==> config.mk <==
export PLATFORM = sky130hd
export DESIGN_NAME = reset_strap_latch
export DESIGN_NICKNAME = d
export VERILOG_FILES = /design/src/strap_latch_pkg.sv /design/src/reset_strap_latch.sv /design/src/strap_mode_decoder.sv
export VERILOG_INCLUDE_DIRS = /design/src
export SDC_FILE = /design/constraint.sdc
export NUM_CORES = 1
export LEC_CHECK = 0
export ABC_AREA = 1
export BUFFER_PORTS_ARGS = -buffer_cell sky130_fd_sc_hd__buf_2
export CAP_MARGIN = 20
export CORE_UTILIZATION = 39
export CTS_CLUSTER_DIAMETER = 30
export DETAILED_ROUTE_END_ITERATION = 12
export PLACE_DENSITY = 0.73
export SLEW_MARGIN = 15
export SYNTH_ARGS = -nofsm -noshare
export SYNTH_HDL_FRONTEND = slang
export SYNTH_SLANG_ARGS = --single-unit
==> constraint.sdc <==
create_clock -name clk -period 1.56 [get_ports clk]
set_clock_uncertainty 0.1 [all_clocks]
set_input_delay 0.078 -clock clk [delete_from_list [all_inputs] [get_ports clk]]
set_output_delay 0.078 -clock clk [all_outputs]
set_load 0.02 [all_outputs]
==> src/strap_latch_consts.svh <==
`ifndef STRAP_LATCH_CONSTS_SVH
`define STRAP_LATCH_CONSTS_SVH

// device clock period and least reset hold time
`define CLK_PERIOD_NS 100
`define RESET_MIN_NS 1000
`define RESET_MIN_CYC \
  ((`RESET_MIN_NS + `CLK_PERIOD_NS - 1) / `CLK_PERIOD_NS)
`define HOLD_COUNT_W 4

// internal pull direction per strap pin, 1 = pull-up
`define STRAP_PULL_UP 10'h03F

// port select bit of the station address
`define PORT_A_ADDR_LSB 1'h0
`define PORT_B_ADDR_LSB 1'h1

// advertisement field positions
`define ADV_10HD 0
`define ADV_10FD 1
`define ADV_100HD 2
`define ADV_100FD 3

// reset values
`define PAD_OE_RESET 10'h000
`define PAD_OUT_RESET 10'h000
`define HOLD_COUNT_RESET 4'h0
`define HOLD_COUNT_FIRST 4'h1

`endif

==> src/strap_latch_pkg.sv <==
package strap_latch_pkg;

  typedef enum logic [1:0] {
    PH_SAMPLE,
    PH_TURN,
    PH_RUN
  } phase_type;

  // strap-capable pins, address pins in the upper four bits
  typedef struct packed {
    logic rxd1_b;
    logic rxd0_b;
    logic rxd1_a;
    logic rxd0_a;
    logic led_act_a;
    logic led_speed_a;
    logic led_link_a;
    logic led_act_b;
    logic led_speed_b;
    logic led_link_b;
  } strap_pins_type;

  typedef struct packed {
    logic station_addr_strap_bit4;
    logic station_addr_strap_bit3;
    logic station_addr_strap_bit2;
    logic station_addr_strap_bit1;
    logic negotiation_enable_strap_a;
    logic capability_strap_bit1_a;
    logic capability_strap_bit0_a;
    logic negotiation_enable_strap_b;
    logic capability_strap_bit1_b;
    logic capability_strap_bit0_b;
  } strap_set_type;

  typedef struct packed {
    logic [4:0] addr;
    logic negotiation_enable;
    logic speed_100;
    logic full_duplex;
    logic [3:0] advertise;
  } port_cfg_type;

  typedef struct packed {
    logic [1:0] rx_data;
    logic link_led;
    logic speed_led;
    logic act_led;
  } port_func_type;

endpackage

==> src/reset_strap_latch.sv <==
// Functional notes
// strap pin levels are sampled while reset is held and set the config
// after reset the pins resume rx data and led roles, config unchanged
// four address straps become station address bits 4 to 1
// port a address has bit 0 clear, even values 0 to 30
// port b address has bit 0 set, odd values 1 to 31
// unconnected address straps read 0 through internal pull-downs
// negotiation strap high: negotiate, advertising the capability straps
// negotiation strap low: fixed speed and duplex from capability straps
// latched negotiation and capability straps load control defaults
// unconnected negotiation straps read 111 through internal pull-ups
// board overrides with about 2.2 kohm, never tied to a rail
// every reset assertion re-samples all straps
// forced 00 10 half, 01 10 full, 10 100 half, 11 100 full
`timescale 1ns/1ps
`default_nettype none
`include "strap_latch_consts.svh"

module reset_strap_latch
  import strap_latch_pkg::*;
(
  input wire logic clk,
  input wire logic rst_n,
  input wire strap_pins_type pad_in,
  output strap_pins_type pad_out,
  output strap_pins_type pad_oe,
  output strap_pins_type pad_pull_up,
  input wire port_func_type func_a,
  input wire port_func_type func_b,
  output port_cfg_type port_a_cfg,
  output port_cfg_type port_b_cfg,
  output logic strap_ready,
  output logic short_reset
);

  typedef struct packed {
    strap_pins_type sync1;
    strap_pins_type sync2;
    strap_set_type strap;
    phase_type phase;
    logic [`HOLD_COUNT_W-1:0] hold_count;
    logic short_reset;
    logic ready;
    port_cfg_type cfg_a;
    port_cfg_type cfg_b;
    strap_pins_type pad_out;
    strap_pins_type pad_oe;
  } latch_state_type;

  localparam logic [`HOLD_COUNT_W-1:0] HOLD_MIN =
    `HOLD_COUNT_W'(`RESET_MIN_CYC);

  latch_state_type state;
  latch_state_type next_state;
  port_cfg_type dec_a;
  port_cfg_type dec_b;

  // pin order to strap meaning
  function automatic strap_set_type to_straps(input strap_pins_type p);
    strap_set_type s;
    s.station_addr_strap_bit1 = p.rxd0_a;
    s.station_addr_strap_bit2 = p.rxd1_a;
    s.station_addr_strap_bit3 = p.rxd0_b;
    s.station_addr_strap_bit4 = p.rxd1_b;
    s.negotiation_enable_strap_a = p.led_act_a;
    s.capability_strap_bit1_a = p.led_speed_a;
    s.capability_strap_bit0_a = p.led_link_a;
    s.negotiation_enable_strap_b = p.led_act_b;
    s.capability_strap_bit1_b = p.led_speed_b;
    s.capability_strap_bit0_b = p.led_link_b;
    return s;
  endfunction

  // led pins idle at their strap level so the board pull stays valid;
  // an active led drives against it
  function automatic strap_pins_type func_pins(input strap_set_type s,
      input port_func_type fa, input port_func_type fb);
    strap_pins_type p;
    p.rxd0_a = fa.rx_data[0];
    p.rxd1_a = fa.rx_data[1];
    p.rxd0_b = fb.rx_data[0];
    p.rxd1_b = fb.rx_data[1];
    p.led_act_a = fa.act_led ^ s.negotiation_enable_strap_a;
    p.led_speed_a = fa.speed_led ^ s.capability_strap_bit1_a;
    p.led_link_a = fa.link_led ^ s.capability_strap_bit0_a;
    p.led_act_b = fb.act_led ^ s.negotiation_enable_strap_b;
    p.led_speed_b = fb.speed_led ^ s.capability_strap_bit1_b;
    p.led_link_b = fb.link_led ^ s.capability_strap_bit0_b;
    return p;
  endfunction

  strap_mode_decoder u_dec_a (
    .addr_hi({state.strap.station_addr_strap_bit4,
              state.strap.station_addr_strap_bit3,
              state.strap.station_addr_strap_bit2,
              state.strap.station_addr_strap_bit1}),
    .addr_lsb(`PORT_A_ADDR_LSB),
    .neg_en(state.strap.negotiation_enable_strap_a),
    .cap({state.strap.capability_strap_bit1_a,
          state.strap.capability_strap_bit0_a}),
    .cfg(dec_a)
  );

  strap_mode_decoder u_dec_b (
    .addr_hi({state.strap.station_addr_strap_bit4,
              state.strap.station_addr_strap_bit3,
              state.strap.station_addr_strap_bit2,
              state.strap.station_addr_strap_bit1}),
    .addr_lsb(`PORT_B_ADDR_LSB),
    .neg_en(state.strap.negotiation_enable_strap_b),
    .cap({state.strap.capability_strap_bit1_b,
          state.strap.capability_strap_bit0_b}),
    .cfg(dec_b)
  );

  always_comb begin
    next_state = state;
    // synchronisers run in and out of reset
    next_state.sync1 = pad_in;
    next_state.sync2 = state.sync1;
    next_state.cfg_a = dec_a;
    next_state.cfg_b = dec_b;
    if (!rst_n) begin
      // pins undriven, so the pulls or board resistors set the level
      next_state.strap = to_straps(state.sync2);
      next_state.phase = PH_SAMPLE;
      next_state.ready = 1'h0;
      next_state.short_reset = 1'h0;
      next_state.pad_oe = `PAD_OE_RESET;
      next_state.pad_out = `PAD_OUT_RESET;
      case (state.phase)
        PH_SAMPLE: begin
          if (state.hold_count != {`HOLD_COUNT_W{1'b1}}) begin
            next_state.hold_count = state.hold_count + 1'h1;
          end
        end
        default: begin
          // first held edge; also clears an unknown count after power-up
          next_state.hold_count = `HOLD_COUNT_FIRST;
        end
      endcase
    end else begin
      case (state.phase)
        PH_SAMPLE: begin
          // too short a hold may leave a stale synchroniser sample
          next_state.short_reset = (state.hold_count < HOLD_MIN);
          next_state.hold_count = `HOLD_COUNT_RESET;
          next_state.phase = PH_TURN;
        end
        PH_TURN: begin
          next_state.phase = PH_RUN;
          next_state.ready = 1'h1;
          next_state.pad_oe = '1;
          next_state.pad_out = func_pins(state.strap, func_a, func_b);
        end
        PH_RUN: begin
          next_state.pad_oe = '1;
          next_state.pad_out = func_pins(state.strap, func_a, func_b);
        end
        default: begin
          next_state.phase = PH_SAMPLE;
        end
      endcase
    end
  end

  always_ff @(posedge clk) begin
    state <= next_state;
  end

  assign pad_out = state.pad_out;
  assign pad_oe = state.pad_oe;
  assign pad_pull_up = `STRAP_PULL_UP;
  assign port_a_cfg = state.cfg_a;
  assign port_b_cfg = state.cfg_b;
  assign strap_ready = state.ready;
  assign short_reset = state.short_reset;

  property p_sample_at_release;
    @(posedge clk) disable iff (!rst_n)
    $rose(rst_n) |-> state.strap == to_straps($past(state.sync2));
  endproperty
  a_sample_at_release: assert property (p_sample_at_release)
    else $error("strap set differs from last sample taken in reset");

  property p_release_sequence;
    @(posedge clk) disable iff (!rst_n)
    $rose(rst_n) |-> (pad_oe == '0 && !strap_ready) ##1
      (pad_oe == '0 && !strap_ready) ##1
      (pad_oe == '1 && strap_ready);
  endproperty
  a_release_sequence: assert property (p_release_sequence)
    else $error("pins or ready wrong in the cycles after reset release");

  property p_latch_stable;
    @(posedge clk) disable iff (!rst_n)
    strap_ready |=> $stable(state.strap) && $stable(port_a_cfg)
      && $stable(port_b_cfg);
  endproperty
  a_latch_stable: assert property (p_latch_stable)
    else $error("latched configuration changed outside reset");

  property p_led_polarity;
    @(posedge clk) disable iff (!rst_n)
    strap_ready ##1 strap_ready |-> pad_out.led_link_a ==
      ($past(func_a.link_led) ^ state.strap.capability_strap_bit0_a)
      && pad_out.rxd0_b == $past(func_b.rx_data[0]);
  endproperty
  a_led_polarity: assert property (p_led_polarity)
    else $error("functional pin output wrong after reset");

  property p_addr_port_a;
    @(posedge clk) disable iff (!rst_n)
    strap_ready |-> port_a_cfg.addr == {state.strap.station_addr_strap_bit4,
      state.strap.station_addr_strap_bit3,
      state.strap.station_addr_strap_bit2,
      state.strap.station_addr_strap_bit1, 1'h0};
  endproperty
  a_addr_port_a: assert property (p_addr_port_a)
    else $error("port a address not strap bits with bit 0 clear");

  property p_addr_port_b;
    @(posedge clk) disable iff (!rst_n)
    strap_ready |-> port_b_cfg.addr == {port_a_cfg.addr[4:1], 1'h1}
      && !port_a_cfg.addr[0];
  endproperty
  a_addr_port_b: assert property (p_addr_port_b)
    else $error("port b address not the odd partner of port a");

  property p_negotiate;
    @(posedge clk) disable iff (!rst_n)
    strap_ready && state.strap.negotiation_enable_strap_a |->
      port_a_cfg.negotiation_enable && port_a_cfg.advertise[0]
      && port_a_cfg.advertise[{state.strap.capability_strap_bit1_a,
      state.strap.capability_strap_bit0_a}];
  endproperty
  a_negotiate: assert property (p_negotiate)
    else $error("negotiating port does not advertise selected mode");

  property p_forced;
    @(posedge clk) disable iff (!rst_n)
    strap_ready && !state.strap.negotiation_enable_strap_b |->
      !port_b_cfg.negotiation_enable && $onehot(port_b_cfg.advertise)
      && port_b_cfg.speed_100 == state.strap.capability_strap_bit1_b
      && port_b_cfg.full_duplex == state.strap.capability_strap_bit0_b;
  endproperty
  a_forced: assert property (p_forced)
    else $error("forced port mode does not follow capability straps");

  property p_forced_table;
    @(posedge clk) disable iff (!rst_n)
    strap_ready && !port_a_cfg.negotiation_enable |->
      port_a_cfg.advertise == (4'h1 << {port_a_cfg.speed_100,
      port_a_cfg.full_duplex});
  endproperty
  a_forced_table: assert property (p_forced_table)
    else $error("forced mode encoding wrong");

  property p_control_defaults;
    @(posedge clk) disable iff (!rst_n)
    $rose(rst_n) ##1 1'b1 |-> ##1
      port_a_cfg.negotiation_enable == state.strap.negotiation_enable_strap_a
      && port_b_cfg.negotiation_enable ==
      state.strap.negotiation_enable_strap_b;
  endproperty
  a_control_defaults: assert property (p_control_defaults)
    else $error("control defaults not loaded from latched straps");

  property p_undriven_in_reset;
    @(posedge clk)
    disable iff (rst_n)
    $fell(rst_n) |=> pad_oe == '0 && pad_pull_up == 10'h03F;
  endproperty
  a_undriven_in_reset: assert property (p_undriven_in_reset)
    else $error("strap pins driven while reset is held");

  property p_short_flag_set;
    @(posedge clk) disable iff (!rst_n)
    $rose(rst_n) && $past(rst_n, 10) |=> short_reset;
  endproperty
  a_short_flag_set: assert property (p_short_flag_set)
    else $error("reset held under ten cycles not flagged short");

  property p_short_flag_clear;
    @(posedge clk)
    (!rst_n) [*5] ##1 (!rst_n) [*5] ##1 rst_n |=> !short_reset;
  endproperty
  a_short_flag_clear: assert property (p_short_flag_clear)
    else $error("full length reset flagged short");

  property p_reset_outputs;
    @(posedge clk)
    !rst_n |=> pad_oe == '0 && pad_out == '0 && !strap_ready
      && !short_reset;
  endproperty
  a_reset_outputs: assert property (p_reset_outputs)
    else $error("pins driven or flags set while reset is held");

  property p_strap_tracks_pins;
    @(posedge clk)
    (!rst_n) [*4] |=> state.strap == to_straps($past(pad_in, 3));
  endproperty
  a_strap_tracks_pins: assert property (p_strap_tracks_pins)
    else $error("strap set does not follow synchronised pin levels");

endmodule

`default_nettype wire

==> src/strap_mode_decoder.sv <==
`timescale 1ns/1ps
`default_nettype none
`include "strap_latch_consts.svh"

module strap_mode_decoder
  import strap_latch_pkg::*;
(
  input wire logic [3:0] addr_hi,
  input wire logic addr_lsb,
  input wire logic neg_en,
  input wire logic [1:0] cap,
  output port_cfg_type cfg
);

  always_comb begin
    cfg = '0;
    cfg.addr = {addr_hi, addr_lsb};
    cfg.negotiation_enable = neg_en;
    cfg.speed_100 = cap[1];
    cfg.full_duplex = cap[0];
    if (neg_en) begin
      // advertise the selected mode and every slower one
      case (cap)
        2'h0: cfg.advertise = 4'h1;
        2'h1: cfg.advertise = 4'h3;
        2'h2: cfg.advertise = 4'h7;
        default: cfg.advertise = 4'hF;
      endcase
    end else begin
      // forced: only the one fixed mode is set
      case (cap)
        2'h0: cfg.advertise[`ADV_10HD] = 1'h1;
        2'h1: cfg.advertise[`ADV_10FD] = 1'h1;
        2'h2: cfg.advertise[`ADV_100HD] = 1'h1;
        default: cfg.advertise[`ADV_100FD] = 1'h1;
      endcase
    end
  end

endmodule

`default_nettype wire
==> results of run 1 <==
## report_power, final
part	internal [uW]	leakage, uW	total [uW]	switching [uW]
sequential	2070	0.000587	2220	156
clock	928	0.000114	1570	643
combinational	600	0.000791	1630	1030
total	3600	0.00149	5420	1830
## how the worst min path moves through the flow
stage,start,endpoint,slack (ns),depth (start not counted)
floorplan,pad_in[0],next_state[62],0.006,0
global placement,pad_in[4],next_state[66],0.08,1
detailed placement,pad_in[9],next_state[71],0.08,1
CTS,next_state[62],state[62],0.23,0
global route,next_state[62],state[62],0.23,0
finish,next_state[62],state[62],0.23,0
## layer usage
metal  vias up  track usage [%]  wire length (um)
li1        795                -                 -
met1       701             12.7              1620
met2        55             21.9              1980
met3        11             4.78               214
met4         0             8.60               103
met5         -                0                 0
## cell families after synthesis
kind of cell / synth area share (%)
compound gates: 3.89
buf+inv: 21.8
fa+ha+maj: 3.03
other cells: 0.303
simple gates: 11.2
flops: 59.8
## through the flow
step           power, uW  TNS, ns  cells
6_report            5420        0    380
5_1_grt             5790        0    380
4_1_cts             5500        0    380
3_5_place_dp        3860   -0.208    343
3_3_place_gp        3800        0    343
2_1_floorplan       3750        0    254
## sequential cells by signal (all words and copies together), names as in the netlist
| signal | cells |
|---|---|
| port_a_cfg | 11 |
| port_b_cfg | 7 |
| state | 26 |
| next_state | 10 |
| pad_oe | 1 |
| pad_out | 10 |
| strap_ready | 1 |
| short_reset | 1 |
## area by class of cell
cell class | count | area (sq um) | share of cell area [%]
Sequential cell | 67 | 1480 | 49.6
Timing Repair Buffer | 92 | 581 | 19.4
Multi-Input combinational cell | 104 | 504 | 16.9
Clock buffer | 12 | 176 | 5.90
Inverter | 26 | 97.6 | 3.26
Tap cell | 75 | 93.8 | 3.14
Clock inverter | 4 | 55.1 | 1.84
## timing repair
item / CTS / global route
endpoints found under the hold margin: 20 / 0
resized for setup: 1 / 1
hold buffers: 21 / 0
setup endpoints to repair: 4 / 4
cloned: 0 / 0
## cells in the final DEF, fill, tap and decap left out
| cell | netlist | final |
|---|---|---|
| a21oi_4 | 0 | 1 |
| buf_4 | 54 | 6 |
| nor2_4 | 1 | 1 |
| nand3_1 | 7 | 7 |
| inv_2 | 1 | 1 |
| o21ai_0 | 8 | 8 |
| inv_1 | 25 | 25 |
| clkinvlp_4 | 0 | 1 |
| buf_2 | 0 | 65 |
| clkbuf_8 | 0 | 11 |
| edfxtp_1 | 14 | 14 |
| nor2_1 | 33 | 33 |
| a21oi_1 | 6 | 5 |
| dfxtp_1 | 53 | 53 |
| nand2_1 | 27 | 27 |
| clkbuf_16 | 0 | 1 |
| o21ai_2 | 3 | 3 |
| bufinv_16 | 0 | 1 |
| clkinv_4 | 0 | 2 |
| conb_1 | 2 | 12 |
| dlygate4sd3_1 | 0 | 21 |
| nor3_1 | 1 | 1 |
| ha_1 | 6 | 6 |
==> results.md, run 1 <==
* Status: complete, no violations
* Worst Setup EP: state[48]
* Vias at 1562
* Crit end category: flop
* Crit path from: state[50]
* Clk sink count at 67
* Ports at 78
* Remaining DRCs at 0
* R2R Setup Slk at 0.12 ns
* Post-synth EDFFs at 14
* Top area cells in the synthesized netlist: dfxtp_1, edfxtp_1, buf_4
* Clk buf depth at 2
* Final ANT Viol Nets at 0
* Final setup violation count at 0
* FF-to-FF path depth at 5
* Total CTS buffers at 9
* Final critical-path share of the clock period at 92.0%
* Dpl cell area at 0.00254 sq mm
* Fin. Hold Viols at 0
* Buf/Inv on CP at 2
* Core footprint at 0.00603 sq mm
* Layout cells sized above 1 at 30.5%
* RR Endpoint: state[48]
* Synth cell types at 17
* Fmax at 697 MHz
* Initial antenna violation count at 0
* Cell mode on critical path: inv_1
* Maximum fanout count along the critical path at 5
* Synth warn at 0
* Top cell type by total area after synthesis: dfxtp_1
* Most frequent cell after synthesis: buf_4
* Sequential fraction of the synthesis area at 59.8%
* GRT overflow at 0
* Fin Hold WS at 0.225 ns
* Row cnt at 28
* Worst EP arrival at 1.36 ns
* Hold Path Class: reg2reg
* Die Span X at 81.7 um
* Fillers at 563
* Critical path depth at 5
* PwrDens at 1810 mW/mm^2
* Post-route cell area at 0.00299 sq mm
* Clk Tree Root Cell: clkbuf_8
* Critical R2R Launch: state[50]
* CTS tree: done
* Top cells by count, synth: buf_4, dfxtp_1, nor2_1
* Gpl congestion at 0.713
* Max-cap violations at 0
* Final worst slack at 0.125 ns
* Die H at 81.7 um
* P&R area growth vs syn at 20.7%
* Yosys reg bits at 67
* Startpoint types: flop
* Antenna cells at 0
* Leak at 0.00149 uW
* Post-synth ARST share at 0%
* Min cycle time layout at 1.44 ns
* Max Slew Vio Count at 0
* RSZ-0062 raised after global routing: false
* Post-Route Utilization at 49.6%
* Number of global-route vias before repair at 1392
* IR drop worst, VDD at 747 uV
* PortBufs at 65
* Clk pin slew, worst setup/hold paths at 0.07 ns
* Total track usage at 12.7%
* DP Worst Slack at -0.0521 ns
* Mapped Area at 0.00248 sq mm
* Crit-path cells: inv_1 -> ha_1 -> inv_1 -> nor2_4 -> a21oi_4
* WS Path Type: reg2reg
* Initial Util at 41.1%
* Post-CTS Setup Bufs at 0
* DR WL/cell at 10.3 um
* Crit-path max cell delay at 0.34 ns
* Synth Instances at 244
* Clock Latency Late Sink at 0.33 ns
* H-tree levels at 3
* Syn avg cell area at 10.2 sq um
* Nets at 328
* Vias per std cell at 4.11
* Slowest cell on crit path: dfxtp_1
* Post-synth top flop: dfxtp_1
* Largest net degree at the start of global routing at 19
* Worst path required time at 1.49 ns
* Initial DRT Pass Iterations at 4
* Final WL at 3910 um
* DIE AREA at 0.00667 sq mm
* Share of the synthesized area in the top cell type at 42.8%
* HPWL Detailed at 2590 um
* First-pass GRT wire length at 6090 um
* CP delay by family, top: flip-flops
* 1st-iter DRT viols at 30
No activity file was read; power rests on OpenSTA's default activity.
==> run 2: changes to the inputs <==
--- a/config.mk
+++ b/config.mk
@@ -9,6 +9,7 @@
 export ABC_AREA = 1
 export BUFFER_PORTS_ARGS = -buffer_cell sky130_fd_sc_hd__buf_2
 export CAP_MARGIN = 20
+export CORE_ASPECT_RATIO = 0.7
 export CORE_UTILIZATION = 39
 export CTS_CLUSTER_DIAMETER = 30
 export DETAILED_ROUTE_END_ITERATION = 12
==> results.md, run 2 (same netlist as run 1, synthesis figures left out) <==
* Post-CTS Setup Bufs at 0 (unchanged)
* Crit end category: flop (unchanged)
* Initial Util at 41.8% (was 41.1%)
* Remaining DRCs at 0 (unchanged)
* Area of the multi-input gates at 504 sq um (unchanged)
* Core footprint at 0.00593 sq mm (was 0.00603 sq mm)
* Post-route cell area at 0.00294 sq mm (was 0.00299 sq mm)
* Max Slew Vio Count at 0 (unchanged)
* RSZ-0062 raised after global routing: false (unchanged)
* Row cnt at 23 (was 28)
* Leak at 0.00147 uW (was 0.00149 uW)
* P&R area growth vs syn at 18.5% (was 20.7%)
* Startpoint types: flop (unchanged)
* Worst EP arrival at 1.35 ns (was 1.36 ns)
* Clk buf depth at 2 (unchanged)
* CP delay by family, top: flip-flops (unchanged)
* Crit-path cells: inv_1 -> ha_1 -> inv_1 -> nor2_4 -> a21oi_4 (unchanged)
* Nets at 327 (was 328)
* Status: complete, no violations (unchanged)
* Total CTS buffers at 9 (unchanged)
* Initial DRT Pass Iterations at 4 (unchanged)
* WS Path Type: reg2reg (unchanged)
* Fillers at 531 (was 563)
* Hold EP: state[70] (was state[62])
* Total track usage at 11.4% (was 12.7%)
* Final WL at 3720 um (was 3910 um)
* Die H at 68.7 um (was 81.7 um)
* RR Endpoint: state[46] (was state[48])
* CTS tree: done (unchanged)
* Die Span X at 97.3 um (was 81.7 um)
* Most common cell after layout, fill and taps aside: buf_2 (unchanged)
* Hold Path Class: reg2reg (unchanged)
* Final critical-path share of the clock period at 92.3% (was 92.0%)
* Max FFs per register at 26 (unchanged)
* H-tree levels at 3 (unchanged)
* IR drop worst, VDD at 662 uV (was 747 uV)
* 1st-iter DRT viols at 31 (was 30)
* Critical R2R Launch: state[50] (unchanged)
* Hold wc startpoint: next_state[70] (was next_state[62])
* Reg area at 0.00148 sq mm (unchanged)
* Crit-path max cell delay at 0.33 ns (was 0.34 ns)
* Maximum fanout count along the critical path at 5 (unchanged)
* Number of global-route vias before repair at 1320 (was 1392)
* Layout cells sized above 1 at 29.3% (was 30.5%)
* Clk pin slew, worst setup/hold paths at 0.07 ns (about the same)
* Ports at 78 (unchanged)
* PortBufs at 65 (unchanged)
* Final ANT Viol Nets at 0 (unchanged)
* FF-to-FF path depth at 5 (unchanged)
* WHS Path Cells at 0 (unchanged)
* HPWL Detailed at 2360 um (was 2590 um)
* Fin. Hold Viols at 0 (unchanged)
* Slowest cell on crit path: dfxtp_1 (unchanged)
* R2R Setup Slk at 0.12 ns (about the same)
* GRT overflow at 0 (unchanged)
* Reg with most FFs: state (unchanged)
* Vias at 1478 (was 1562)
* Vias per std cell at 3.90 (was 4.11)
* Most frequent cells in the layout: buf_2, dfxtp_1, nor2_1 (unchanged)
* PwrDens at 1740 mW/mm^2 (was 1810 mW/mm^2)
* DR WL/cell at 9.81 um (was 10.3 um)
* Dpl cell area at 0.00254 sq mm (about the same)
* Worst path required time at 1.47 ns (was 1.49 ns)
* Initial antenna violation count at 0 (unchanged)
* Max-cap violations at 0 (unchanged)
* Post-Route Utilization at 49.5% (was 49.6%)
* Clock Latency Late Sink at 0.32 ns (was 0.33 ns)
* Fin Hold WS at 0.229 ns (was 0.225 ns)
* First-pass GRT wire length at 5710 um (was 6090 um)
* Cell mode on critical path: inv_1 (unchanged)
* Fmax at 695 MHz (was 697 MHz)
* Final setup violation count at 0 (unchanged)
* DIE AREA at 0.00668 sq mm (was 0.00667 sq mm)
* Largest net degree at the start of global routing at 19 (unchanged)
* Min cycle time layout at 1.44 ns (about the same)
* Buf/Inv on CP at 2 (unchanged)
* Antenna cells at 0 (unchanged)
* Gpl congestion at 0.702 (was 0.713)
* Clk sink count at 67 (unchanged)
* Clk Tree Root Cell: clkbuf_8 (unchanged)
run 2: routing by layer:
metal  GRT usage, %  share of wire [%]  vias to the layer above  routed length [um]
li1               -                  -                      792                   -
met1           12.2                 46                      643                1720
met2           19.7                 48                       37                1780
met3           4.94                4.6                        6                 172
met4           6.25                1.3                        0                  47
met5              0                  0                        -                   0
run 2: how the worst max path moves through the flow:
stage / depth (start not counted) / slack [ns] / from / end
global placement: 5 / 0.009 / state[50] / state[48]
global route: 5 / 0.04 / state[50] / state[46]
detailed placement: 5 / -0.07 / state[50] / state[47]
finish: 5 / 0.12 / state[50] / state[46]
CTS: 5 / 0.06 / state[50] / state[46]
floorplan: 5 / 0.04 / state[50] / state[46]
run 2: layout make-up:
class                           instances  area share, %
Clock inverter                          2          0.383
Clock buffer                           14           5.54
Inverter                               26           3.32
Multi-Input combinational cell        104           17.2
Timing Repair Buffer                   91           19.9
Tap cell                               75           3.20
Sequential cell                        67           50.4
run 2: timing repair:
action | 4_1_cts | 5_1_grt
gates resized for setup | 1 | 1
endpoints found under the setup margin | 4 | 4
hold buffers | 21 | 0
hold endpoints to repair | 20 | 0
run 2: stage by stage:
| stage | total power, uW | cells | TNS [ns] | worst slack (ns) |
|---|---|---|---|---|
| CTS | 5160 | 379 | 0 | 0.0622 |
| finish | 5120 | 379 | 0 | 0.120 |
| floorplan | 3750 | 254 | 0 | 0.0422 |
| global placement | 3820 | 342 | 0 | 0.00911 |
| global route | 5480 | 379 | 0 | 0.0440 |
| detailed placement | 3850 | 342 | -0.288 | -0.0720 |
run 2: power breakdown:
group / switching [uW] / total (uW) / internal [uW]
Combinational: 1020 / 1650 / 630
Sequential: 153 / 2220 / 2070
Clock: 582 / 1250 / 665
Total: 1760 / 5120 / 3360
